--- src/rtl/ardr_pkg.sv ---
// Constants shared by both ends of the asynchronous receive clock and data recovery link
// Contract
// - Oversample 16x normal, 8x double speed
// - Mode field 0x00 normal, 0x01 double
// - Falling edge from idle; first low sample one
// - Validate start on samples 8-10 or 4-6
// - Two or more lows accept start bit
// - Fewer lows reject start, wait again
// - Majority vote three centre samples per bit
// - Check only first stop bit
// - Low voted stop bit sets framing error
// - Normal mode: next start right after vote
// - Double mode: next start after vote samples
// - Payload of five to ten bits
// - Normal mode transmitter error 3.0 to 1.5 percent
// - Double mode transmitter error 2.5 to 1.0 percent
// - Each side takes half the mismatch
package ardr_pkg;

    // ==========================================================
    // Receive sampling mode encodings
    localparam logic [1:0] MODE_NORMAL = 2'h0;
    localparam logic [1:0] MODE_DOUBLE = 2'h1;

    // ==========================================================
    // Oversampling geometry, in samples
    localparam logic [4:0] SAMPLES_NORMAL = 5'h10;
    localparam logic [4:0] SAMPLES_DOUBLE = 5'h08;
    localparam logic [4:0] FIRST_VOTE_NORMAL = 5'h08;
    localparam logic [4:0] FIRST_VOTE_DOUBLE = 5'h04;
    localparam logic [4:0] VOTE_SPAN = 5'h02;

    // ==========================================================
    // Frame payload limits, data width and result buffer depth
    localparam logic [3:0] PAYLOAD_MIN = 4'h5;
    localparam logic [3:0] PAYLOAD_MAX = 4'hA;
    localparam int DATA_WIDTH = 10;
    localparam int FIFO_DEPTH = 16;

    // ==========================================================
    // Transmitter timing
    localparam int CLK_HZ = 10_000_000;
    localparam int BAUD_HZ = 9600;
    localparam int TX_CLKS_PER_BIT = CLK_HZ / BAUD_HZ;
    localparam int TX_STOP_BITS = 1;

    // ==========================================================
    // Line reset levels
    localparam logic LINE_IDLE = 1'b1;

endpackage : ardr_pkg

--- src/rtl/ardr_link_if.sv ---
// Serial line between the remote transmitter and the recovering receiver
`timescale 1ns/1ns
`default_nettype none
interface ardr_link_if;
    logic serial_line;

    modport rx_end (input serial_line);
    modport tx_end (output serial_line);
endinterface : ardr_link_if
`default_nettype wire

--- src/rtl/ardr_rx_end.sv ---
// Receiver end: start detection, majority-vote data recovery and result FIFO
`timescale 1ns/1ns
`default_nettype none

// ==========================================================
// Result buffer
module ardr_fifo #(
    parameter int WIDTH = 11,
    parameter int DEPTH = ardr_pkg::FIFO_DEPTH
) (
    input wire logic clk,
    input wire logic reset,
    input wire logic in_valid,
    output logic in_ready,
    input wire logic [WIDTH-1:0] in_data,
    output logic out_valid,
    input wire logic out_ready,
    output logic [WIDTH-1:0] out_data
);
    localparam int AW = $clog2(DEPTH);
    logic [WIDTH-1:0] mem_q [DEPTH];
    logic [AW-1:0] wr_q;
    logic [AW-1:0] rd_q;
    logic [AW:0] count_q;
    wire push = in_valid && in_ready;
    wire pop = out_valid && out_ready;

    assign in_ready = count_q != (AW+1)'(DEPTH);
    assign out_valid = count_q != '0;
    assign out_data = mem_q[rd_q];

    always_ff @(posedge clk) begin
        if (push) begin
            mem_q[wr_q] <= in_data;
        end
    end

    always_ff @(posedge clk) begin
        if (reset) begin
            wr_q <= '0;
            rd_q <= '0;
            count_q <= '0;
        end else begin
            if (push) begin
                wr_q <= wr_q + 1'b1;
            end
            if (pop) begin
                rd_q <= rd_q + 1'b1;
            end
            count_q <= count_q + (AW+1)'(push) - (AW+1)'(pop);
        end
    end
endmodule : ardr_fifo

// ==========================================================
// Clock and data recovery
module ardr_rx_end #(
    parameter int FIFO_DEPTH = ardr_pkg::FIFO_DEPTH
) (
    input wire logic ref_clk,
    input wire logic reset,
    input wire logic sample_tick,
    input wire logic [1:0] rx_sampling_mode,
    input wire logic [3:0] frame_bits,
    ardr_link_if.rx_end link,
    output logic out_valid,
    input wire logic out_ready,
    output logic [ardr_pkg::DATA_WIDTH-1:0] out_data,
    output logic out_frame_err
);
    typedef enum logic [3:0] {
        ST_IDLE = 4'b0001,
        ST_START = 4'b0010,
        ST_DATA = 4'b0100,
        ST_STOP = 4'b1000
    } ardr_state_type;

    ardr_state_type state_q;
    logic [4:0] cnt_q;
    logic [1:0] lows_q;
    logic prev_q;
    logic [3:0] idx_q;
    logic [ardr_pkg::DATA_WIDTH-1:0] shreg_q;
    logic res_valid_q;
    logic [ardr_pkg::DATA_WIDTH-1:0] res_data_q;
    logic res_ferr_q;
    logic fifo_in_ready;

    wire line = link.serial_line;
    wire is_double = rx_sampling_mode == ardr_pkg::MODE_DOUBLE;
    wire [4:0] spb = is_double ? ardr_pkg::SAMPLES_DOUBLE : ardr_pkg::SAMPLES_NORMAL;
    wire [4:0] first_vote = is_double ? ardr_pkg::FIRST_VOTE_DOUBLE : ardr_pkg::FIRST_VOTE_NORMAL;
    wire [4:0] last_vote_n = first_vote + ardr_pkg::VOTE_SPAN;
    wire in_vote = (cnt_q >= first_vote) && (cnt_q <= last_vote_n);
    wire last_vote = cnt_q == last_vote_n;
    wire bit_end = cnt_q == spb;
    wire [1:0] lows_next = lows_q + {1'b0, ~line};
    wire vote_low = lows_next[1];
    // A result leaving the holding register on this edge does not block the next start
    wire edge_seen = prev_q && !line && !(res_valid_q && !fifo_in_ready);
    wire [3:0] payload = (frame_bits < ardr_pkg::PAYLOAD_MIN) ? ardr_pkg::PAYLOAD_MIN :
                         (frame_bits > ardr_pkg::PAYLOAD_MAX) ? ardr_pkg::PAYLOAD_MAX : frame_bits;
    wire run = state_q != ST_IDLE;

    // Line history for edge detection, advanced only on sample ticks
    always_ff @(posedge ref_clk) begin
        if (reset) begin
            prev_q <= ardr_pkg::LINE_IDLE;
        end else if (sample_tick) begin
            prev_q <= line;
        end
    end

    // Sample position within the bit and low-vote tally
    always_ff @(posedge ref_clk) begin
        if (reset) begin
            cnt_q <= 5'h01;
            lows_q <= 2'h0;
        end else if (sample_tick) begin
            if (!run) begin
                // The detecting tick is sample one, so the following tick is sample two
                cnt_q <= edge_seen ? 5'h02 : 5'h01;
                lows_q <= 2'h0;
            end else if (bit_end) begin
                cnt_q <= 5'h01;
                lows_q <= 2'h0;
            end else begin
                cnt_q <= cnt_q + 5'h01;
                if (in_vote) begin
                    lows_q <= lows_next;
                end
            end
        end
    end

    // Frame sequencing
    always_ff @(posedge ref_clk) begin
        if (reset) begin
            state_q <= ST_IDLE;
            idx_q <= 4'h0;
            shreg_q <= '0;
        end else if (sample_tick) begin
            case (state_q)
                ST_IDLE: begin
                    if (edge_seen) begin
                        state_q <= ST_START;
                    end
                end
                ST_START: begin
                    if (last_vote && !vote_low) begin
                        state_q <= ST_IDLE;
                    end else if (last_vote) begin
                        idx_q <= 4'h0;
                        shreg_q <= '0;
                    end else if (bit_end) begin
                        state_q <= ST_DATA;
                    end
                end
                ST_DATA: begin
                    if (last_vote) begin
                        shreg_q[idx_q] <= ~vote_low;
                        idx_q <= idx_q + 4'h1;
                    end else if (bit_end && idx_q == payload) begin
                        state_q <= ST_STOP;
                    end
                end
                ST_STOP: begin
                    if (last_vote) begin
                        state_q <= ST_IDLE;
                    end
                end
                default: begin
                    state_q <= ST_IDLE;
                end
            endcase
        end
    end

    // Completed frame waits here until the buffer accepts it
    always_ff @(posedge ref_clk) begin
        if (reset) begin
            res_valid_q <= 1'b0;
            res_data_q <= '0;
            res_ferr_q <= 1'b0;
        end else if (sample_tick && state_q == ST_STOP && last_vote) begin
            res_valid_q <= 1'b1;
            res_data_q <= shreg_q;
            res_ferr_q <= vote_low;
        end else if (fifo_in_ready) begin
            res_valid_q <= 1'b0;
        end
    end

    ardr_fifo #(
        .WIDTH(ardr_pkg::DATA_WIDTH + 1),
        .DEPTH(FIFO_DEPTH)
    ) u_fifo (
        .clk(ref_clk),
        .reset(reset),
        .in_valid(res_valid_q),
        .in_ready(fifo_in_ready),
        .in_data({res_ferr_q, res_data_q}),
        .out_valid(out_valid),
        .out_ready(out_ready),
        .out_data({out_frame_err, out_data})
    );
endmodule : ardr_rx_end
`default_nettype wire

--- src/flat_wrapper.sv ---
// flat-port wrapper written by rule: the top's interface ports become plain ports
module ardr_rx_end_flat 
#(
    parameter int FIFO_DEPTH = ardr_pkg::FIFO_DEPTH
)
  (ref_clk, reset, sample_tick, rx_sampling_mode, frame_bits, out_valid, out_ready, out_data, out_frame_err, link_serial_line);
  ardr_link_if link_i ();
  input wire logic ref_clk;
  input wire logic reset;
  input wire logic sample_tick;
  input wire logic [1:0] rx_sampling_mode;
  input wire logic [3:0] frame_bits;
  output logic out_valid;
  input wire logic out_ready;
  output logic [ardr_pkg::DATA_WIDTH-1:0] out_data;
  output logic out_frame_err;
  input wire logic [$bits(link_i.serial_line)-1:0] link_serial_line;
  assign link_i.serial_line = link_serial_line;
  ardr_rx_end #(.FIFO_DEPTH(FIFO_DEPTH)) u_core (.ref_clk(ref_clk), .reset(reset), .sample_tick(sample_tick), .rx_sampling_mode(rx_sampling_mode), .frame_bits(frame_bits), .link(link_i), .out_valid(out_valid), .out_ready(out_ready), .out_data(out_data), .out_frame_err(out_frame_err));
endmodule
--- config.mk ---
export PLATFORM = sky130hd
export DESIGN_NAME = ardr_rx_end_flat
export DESIGN_NICKNAME = d
export VERILOG_FILES = /design/src/rtl/ardr_pkg.sv /design/src/rtl/ardr_link_if.sv /design/src/rtl/ardr_rx_end.sv /design/src/flat_wrapper.sv
export SDC_FILE = /design/constraint.sdc
export NUM_CORES = 1
export LEC_CHECK = 0
export ABC_AREA = 0
export BUFFER_PORTS_ARGS = -buffer_cell sky130_fd_sc_hd__buf_2
export CAP_MARGIN = 20
export CORE_UTILIZATION = 30
export DETAILED_ROUTE_END_ITERATION = 12
export GPL_TIMING_DRIVEN = 0
export HOLD_SLACK_MARGIN = 0.12
export SYNTH_ARGS = -nofsm -noshare
export SYNTH_HDL_FRONTEND = slang
export SYNTH_SLANG_ARGS = --single-unit
--- constraint.sdc ---
create_clock -name ref_clk -period 3.5 [get_ports ref_clk]
set_clock_uncertainty 0.1 [all_clocks]
set_input_delay 0.7 -clock ref_clk [delete_from_list [all_inputs] [get_ports ref_clk]]
set_output_delay 0.7 -clock ref_clk [all_outputs]
set_load 0.1 [all_outputs]
-- Word level (Yosys, flattened, before mapping)
Memories as Yosys holds them, arrays and structs flattened. A register that Yosys moved wholly into a read port is not among the register bits.
Cells that the tools add are included.
- $add $sub $neg: 8
- bitwise gates (word level): 2
- mux-type cells: 35
- $lt $le $gt $ge: 6
- equal/unequal tests: 20
- reduce and logical (&&, ||, !) cells: 21
- operator list (kind ; count):
    $mux 4 ; 15
    $mux 10 ; 3
    $pmux 10 s2 ; 1
    $pmux 4 s4 ; 1
    $mux 5 ; 3
    $add 4x1->4 const B ; 3
    $logic_and 1x1->1 ; 11
    $bwmux 10 ; 1
    $eq 5x5->1 ; 2
    $ne 2x1->1 const B ; 5
    $mux 2 ; 4
    $pmux 4 s2 ; 1
    $reduce_and 7->1 ; 1
    $ne 3x1->1 const B ; 2
    $add 5x1->5 ; 1
    $add 5x1->5 const B ; 1
    $add 5x2->5 const B ; 1
    $ge 5x5->1 ; 1
    $le 5x5->1 ; 1
    $lt 4x5->1 const B ; 1
    $mux 1 ; 5
    $ne 5x5->1 const B ; 1
    $reduce_and 5->1 ; 1
    $reduce_bool 5->1 ; 1
    19 further kinds ; 25
- RAM bits: 176
- output and inout bits: 12
- memories: 1
- logic and storage cells: 105
- input bits: 11
- register bits after elaboration: 51
- memory list (name ; depth ; width ; rd ports ; clocked after memory_dff ; wr ports ; RTL line ; RTL):
    u_core.u_fifo.mem_q ; 16 ; 11 ; 1 ; 1 ; 1 ; ardr_rx_end.sv:21 ; logic [WIDTH-1:0] mem_q [DEPTH];

-- Longest topological paths before layout
Gate-level depths: netlist of the first run.
- word-level depth: 8
- gate-level depth with buffers: 14
- mapped depth without buffers: 13

-- Modules after synthesis
From an unflattened synthesis of the first run, not the netlist that was laid out.
- cells, all modules: 606
- area total of the unflattened synthesis: 9645.5 µm²
- by module, submodules not included (module ; instances ; seq. area each (µm²) ; cells each ; area an instance (µm²)):
    ardr_fifo ; 1 ; 5625.4 ; 381 ; 7646.1
    ardr_rx_end ; 1 ; 760.7 ; 225 ; 1999.4

-- Least setup slack after synthesis of the first run
OpenSTA, ideal clock, no wires.
- path type: reg-to-reg
- start: reg u_core.u_fifo.count_q[3]
- end: reg u_core.u_fifo.count_q[4]
- stages on the path, launching flop included: 15
- period minus slack after synthesis: 3.570 ns
- buffers on the path: 1
- setup time: 0.070 ns
- data arrival time: 3.400 ns
- data required time: 3.330 ns
- setup slack: -0.070 ns
- cells stage by stage: dfxtp_1 inv_1 ha_1 nor3b_4 nand2b_1 and2_1 clkbuf_1 ha_1 inv_1 ha_1 fa_1 a21oi_1 nor2_1 or3_1 a21oi_1
- elaborated cells on any way between the ends: 6
- classes of those cells: 2 x add/sub; 1 x eq/ne; 3 x reduce/logical
- RTL lines (element ; RTL line ; RTL):
    start: declaration ; ardr_rx_end.sv:24 ; logic [AW:0] count_q;
    start signal: assignment ; ardr_rx_end.sv:50 ; count_q <= count_q + (AW+1)'(push) - (AW+1)'(pop);
    $reduce_bool 5->1 ; ardr_rx_end.sv:29 ; assign out_valid = count_q != '0;
    net out_valid ; flat_wrapper.sv:13 ; output logic out_valid;
    $logic_and 1x1->1 ; ardr_rx_end.sv:26 ; wire pop = out_valid && out_ready;
    $sub 5x1->5 ; ardr_rx_end.sv:50 ;
The timed path passes the listed nets, and every way through them passes these cells.
A chain may end at the register's enable or synchronous reset.

==> metrics, run 1 <==
global-route wire length before repair=29,800 um; worst reg2reg path depth=13; post-synthesis register bit count=231; CTS tree=yes; DIE HEIGHT=180 um; Syn Inst Count=between 500 and 600; CP arrival=between 2000 and 3000 ps; failing checks=design-rule violations; post-layout minimum cycle time=3410 ps; GRT overflow=0; initial antenna violation count=0; DR iter-0 viols=401; DRC violations left=3; CP cell instances=buf_4 > buf_8 > mux4_2 > mux4_2 > clkbuf_4; H-tree Lvls=1; worst-path fanout max=10; Highest Clock Rate=0.293 GHz; sequential area share after synthesis=67.2%; GRT Resource Usage Total=12.0%; Layout area overhead=15.6%; Setup crit end kind=primary output; pre-CTS setup slack=86.3 ps; RSZ-0062 raised after global routing=true; VDD IR max=around 0.00071 V; Synth area leaders=edfxtp_1 56%, mux4_2 13%, dfxtp_1 12%; largest net degree at the start of global routing=18; Die X=between 150 and 200 um; Clk Latency, worst-skew pair=510 ps; final worst path period share=97.5%; power density of the placed cells=657 mW/mm^2; fin nets=approximately 670; YS warnings=0; Placeable Area=0.0309 mm^2; die area=0.0324 mm^2; Mapped Nets=612; layout cell share with drive strength beyond 1=22.8%; drt first pass iters=9; clk slew on worst S/H paths=60 ps; PortBufs=22; final worst-path setup slack=85.9 ps; Routed Antenna Nets=0; Final Hold Vio Count=0; worst endpoint required time=2700 ps; Via density=4.84; Post-synth EDFFs=~180; critical path's slowest cell=mux4_2; Max-Cap Viols=0; Inst Count DP=around 1,000; Finished Layout Cells=about 1,000; cts bufs inserted=23; slew at the pin closest to its max-slew limit=1060 ps; antenna diode count=0; startpoint types=flop; average instance area after synthesis=about 16 um^2; vias in the first global route=4,979; hold crit path type=primary input to flop; Unique masters post-synth=approximately 60; total power=7.21 mW; Root Driver=clkbuf_16; Primary FF master, synth=edfxtp_1; status=finished, violations left; Crit path largest cell delay=590 ps; Ports=23; Critical R2R Capture=u_core.u_fifo.count_q[4]; HPWL after DPL=12,700 um; Setup crit end=out_data[4]; initial core utilization=30.7%; Final Wtd Congestion=between 0.7 and 0.8; leading area contributor after synthesis=edfxtp_1; LEAKAGE=3.87 nW; CTS max path bufs=3; R2R Path Start=u_core.u_fifo.count_q[2]; Final Max Tran Viols=0; Slew headroom=29.2%; final WL=19,600 um; Avg WL per Cell=18.7 um; Post-CTS Hold Fix Bufs=0; std cell rows=64; type of the worst setup path=flop to primary output; mapped cell area=between 0.009 and 0.01 mm^2; Final Setup Violations=0; async set-reset flop share out of synthesis=0%; FF-to-FF setup slack=280 ps; fillers=around 2,900; most frequent CP cell=mux4_2; post-synth top area share=55.6%; setup_tns=0 ps; via count=5,058; clk sinks=231
==> power breakdown <==
part	internal [mW]	leakage (nW)	switching, mW	total (mW)
Clock	1.39	0.351	1.03	2.42
Sequential	2.96	2.32	0.0581	3.02
Combinational	0.630	1.20	1.14	1.77
Total	4.98	3.87	2.24	7.21
==> metrics by stage <==
step	area (um^2)	utilization (%)	hold slack, ps
floorplan	9500	-	349
global route	11000	35.5	362
global placement	10100	32.7	368
CTS	10900	35.4	349
detailed placement	10200	32.9	368
finish	11000	35.5	372
==> timing repair <==
action                                  in CTS  in global routing
buffers inserted                             0                  0
endpoints found under the setup margin      11                 11
resized for setup                           10                 19
==> flip-flops by register name (all words and copies together) (netlist names), named ones only <==
| register | flops |
|---|---|
| u_core.cnt_q | 5 |
| u_core.idx_q | 4 |
| u_core.lows_q | 2 |
| u_core.prev_q | 1 |
| u_core.res_data_q | 10 |
| u_core.res_ferr_q | 1 |
| u_core.res_valid_q | 1 |
| u_core.shreg_q | 10 |
| u_core.state_q | 4 |
| u_core.u_fifo.count_q | 5 |
| u_core.u_fifo.mem_q | 176 |
| u_core.u_fifo.rd_q | 4 |
| u_core.u_fifo.wr_q | 4 |
==> logic make-up (layout without fill, tap and decap cells) <==
group	after synthesis	after routing	synth area share, %
and+or+nand+nor	137	137	7.11
buffers and inverters	47	116	2.16
muxes	75	75	15.1
adders and majority gates	22	22	2.98
DFF	231	231	67.2
AOI/OAI and AO/OA	50	50	3.75
xor gates and xnor gates	17	17	1.65
==> cell usage in the layout (no fill, tap or decap), drive strengths merged, types with 3 or more instances in the layout <==
cell and n:
nor2 63, edfxtp 176, nor3 5, a21boi 3
a21oi 14, nand2 22, nand4 7, nand2b 7
mux4 55, xor2 8, or3 3, clkbuf 41
xnor2 9, dfxtp 55, nor2b 3, nand3 11
buf 44, mux2i 20, o21ai 11, ha 21
inv 20, clkinv 7
==> worst max-delay path, delay by kind of cell, from the launching register on <==
kind,cells,cell delay (ps)
muxes,2,1060
DFF,1,310
buffers and inverters,3,730
==> metal layers <==
layer,share of wire [%],global-route usage [%],wire length [um]
met5,0,0,0
met4,1.7,2.59,341
met3,6.2,2.74,1210
met2,45,18.5,8780
met1,47,17.3,9220
==> final cells by class <==
class                           instances  area, um^2  area share, %
Clock inverter                         12         124           1.13
Tap cell                              396         495           4.51
Buffer                                 27         160           1.46
Clock buffer                           29         608           5.54
Multi-Input combinational cell        301        2930           26.7
Inverter                               19        71.3          0.649
Sequential cell                       231        6390           58.2
Timing Repair Buffer                   29         203           1.85
==> cells in the mapped netlist, types with 3 or more instances <==
cell type	number
edfxtp_1	176
nor2_1	61
dfxtp_1	55
mux4_2	55
nand2_1	22
ha_1	21
mux2i_1	20
inv_1	18
a21oi_1	14
nand3_1	11
o21ai_0	11
clkbuf_1	10
buf_2	8
xnor2_1	8
xor2_1	8
nand4_1	7
buf_1	5
buf_4	5
nand2b_1	5
nor3_1	5
nor2b_1	3
or3_1	3
==> worst min path at each step <==
| stage | start | endpoint | slack, ps | depth (start not counted) |
|---|---|---|---|---|
| after floorplan | u_core.shreg_q[8] | u_core.shreg_q[8] | 350 | 2 |
| after global placement | u_core.shreg_q[9] | u_core.shreg_q[9] | 370 | 2 |
| after detailed placement | u_core.shreg_q[9] | u_core.shreg_q[9] | 370 | 2 |
| after CTS | link_serial_line | u_core.prev_q | 350 | 3 |
| after global routing | link_serial_line | u_core.prev_q | 360 | 3 |
| final | link_serial_line | u_core.prev_q | 370 | 3 |
(Power assumes the default switching activity.)
==> run 2, diff against run 1 <==
--- a/config.mk
+++ b/config.mk
@@ -12,6 +12,7 @@
 export DETAILED_ROUTE_END_ITERATION = 12
 export GPL_TIMING_DRIVEN = 0
 export HOLD_SLACK_MARGIN = 0.12
+export REMOVE_ABC_BUFFERS = 1
 export SYNTH_ARGS = -nofsm -noshare
 export SYNTH_HDL_FRONTEND = slang
 export SYNTH_SLANG_ARGS = --single-unit
==> constraint.sdc (replaced) <==
create_clock -name ref_clk -period 3.5 [get_ports ref_clk]
set_clock_uncertainty 0.1 [all_clocks]
set_input_delay 0.7 -clock ref_clk [delete_from_list [all_inputs] [get_ports ref_clk]]
set_output_delay 0.7 -clock ref_clk [all_outputs]
set_load 0.05 [all_outputs]
==> metrics, run 2 (synthesis results as in run 1) <==
antenna diode count=0 (unchanged); Highest Clock Rate=0.306 GHz (+4.5%); commonest non-fill, non-tap cell in the layout=edfxtp_1; Clk Latency, worst-skew pair=520 ps (about the same); fin nets=650 (-2.3%); fillers=2,915 (-0.14%); failing checks=design-rule violations; sw power=1.84 mW (-18%); H-tree Lvls=1 (unchanged); hold crit path type=flop to flop; wire length on met2=9190 um (+4.7%); Avg WL per Cell=17.8 um (-4.8%); clk sinks=231 (unchanged); slew at the pin closest to its max-slew limit=973 ps (-84.3 ps); DRC violations left=5 (+2); critical path's slowest cell=dfxtp_2; final hold slack=378 ps (+5.18 ps); initial core utilization=30.7% (unchanged); post-route cell area=0.0110 mm^2 (about the same); Final Hold Vio Count=0 (unchanged); Reg power frac=44.9% (+3.0 points); Final Wtd Congestion=0.760 (-3.4%); worst endpoint required time=2700 ps (about the same); CP arrival=2470 ps (-140 ps); DR iter-0 viols=321 (-20%); cts bufs inserted=24 (+4.3%); Layout area overhead=15.7% (about the same); Crit path largest cell delay=610 ps (+20 ps); RSZ-0062 raised after global routing=false; startpoint types=flop; post-layout minimum cycle time=3270 ps (-146 ps); final worst path period share=93.4% (-4.2 points); Pint=4.96 mW (-0.43%); hold_sp=u_core.shreg_q[9]; status=finished, violations left; crit path buf inv count=2 (-1); fin util=35.6% (about the same); Setup crit end kind=primary output; via count=4,919 (-2.7%); Post-Route M1 WL=8370 um (-9.2%); DP Area=0.0102 mm^2 (+0.42%); CP cell instances=buf_12 > mux4_2 > mux4_2 > buf_2; most flop-heavy register=u_core.u_fifo.mem_q; CTS max path bufs=3 (unchanged); cell family with most CP delay=multiplexers; pre-CTS setup slack=287 ps (+201 ps); die area=0.0324 mm^2 (unchanged); R2R Path Start=u_core.u_fifo.count_q[2]; std cell rows=64 (unchanged); largest registers=u_core.u_fifo.mem_q x176, u_core.res_data_q x10, u_core.shreg_q x10; sw frac=27.1% (-3.9 points); LEAKAGE=3.85 nW (-0.61%); vias in the first global route=4,945 (-0.68%); layout cell share with drive strength beyond 1=22.9% (+0.031 points); Placeable Area=0.0309 mm^2 (unchanged); DR top layer=met4; largest net degree at the start of global routing=40 (+22); most frequent CP cell=mux4_2; Slew headroom=35.0% (+5.8 points); Combinational Power Share=19.8% (-4.8 points); VDD IR max=0.000308 V (-57%); GRT overflow=0 (unchanged); Final Max Tran Viols=0 (unchanged); power density of the placed cells=619 mW/mm^2 (-5.8%); initial antenna violation count=0 (unchanged); type of the worst setup path=flop to primary output; Via density=4.78 (-1.4%); commonest non-fill, non-tap cells in the layout=176 x edfxtp_1, 60 x nor2_1, 55 x mux4_2; global-route wire length before repair=29,100 um (-2.5%); DIE HEIGHT=180 um (unchanged); final worst-path setup slack=232 ps (+146 ps); number of flip-flops in the largest register=176 (unchanged); Ports=23 (unchanged); PortBufs=22 (unchanged); HPWL after DPL=12,400 um (-2.8%); GRT Resource Usage Total=11.5% (-0.47 points); Die X=180 um (unchanged); Clk pwr share=35.3% (+1.8 points); CTS tree=yes; Routed Antenna Nets=0 (unchanged); worst-path fanout max=31 (+21); Max-Cap Viols=0 (unchanged); clk slew on worst S/H paths=60 ps (about the same); drt first pass iters=8 (-1); final WL=18,400 um (-6.1%); setup_tns=0 ps (unchanged); WL met3=459 um (-62%); Final Setup Violations=0 (unchanged); Root Driver=clkbuf_16
-- run 2: layout make-up --
type	instances	area, um^2	share of cell area, %
Sequential cell	231	6390	58.2
Multi-Input combinational cell	301	2940	26.7
Clock buffer	28	616	5.60
Tap cell	396	495	4.51
Timing Repair Buffer	40	347	3.15
Clock inverter	15	134	1.22
Inverter	19	71.3	0.649
-- run 2: repair_timing --
item,4_1_cts,5_1_grt
cloned,0,0
hold buffers,0,0
resized for setup,0,1
endpoints found under the setup margin,4,1
buffers inserted,1,0
-- run 2: final timing paths --
kind,endpoint,slack (ps),cells past startpoint
max,out_data[4],230,4
min,u_core.shreg_q[9],380,2
max reg2reg,u_core.u_fifo.count_q[4],500,13
min reg2reg,u_core.shreg_q[9],380,2
-- run 2: tightest hold or removal path: stages (launching register included) --
cell     delay (ps)
dfxtp_1         310
o21ai_0          70
a21oi_1          60
-- run 2: routing by layer --
layer / up-vias / track usage (%)
li1: 2316 / -
met1: 2502 / 15.1
met2: 75 / 20.0
met3: 26 / 1.66
met4: 0 / 2.93
met5: - / 0
-- run 2: power groups by stage --
| stage | logic (mW) | clock network [mW] | registers (mW) |
|---|---|---|---|
| floorplan | 0.958 | 0 | 3.19 |
| global placement | 1.16 | 0 | 3.28 |
| detailed placement | 1.31 | 0 | 3.15 |
| CTS | 1.38 | 2.46 | 3.05 |
| global route | 1.46 | 2.56 | 3.06 |
| finish | 1.35 | 2.40 | 3.05 |
-- run 2: per-stage QoR --
| step | instances | total power [mW] |
|---|---|---|
| 6_report | 1030 | 6.80 |
| 2_1_floorplan | 551 | 4.15 |
| 5_1_grt | 1030 | 7.09 |
| 3_3_place_gp | 969 | 4.44 |
| 3_5_place_dp | 986 | 4.46 |
| 4_1_cts | 1030 | 6.90 |
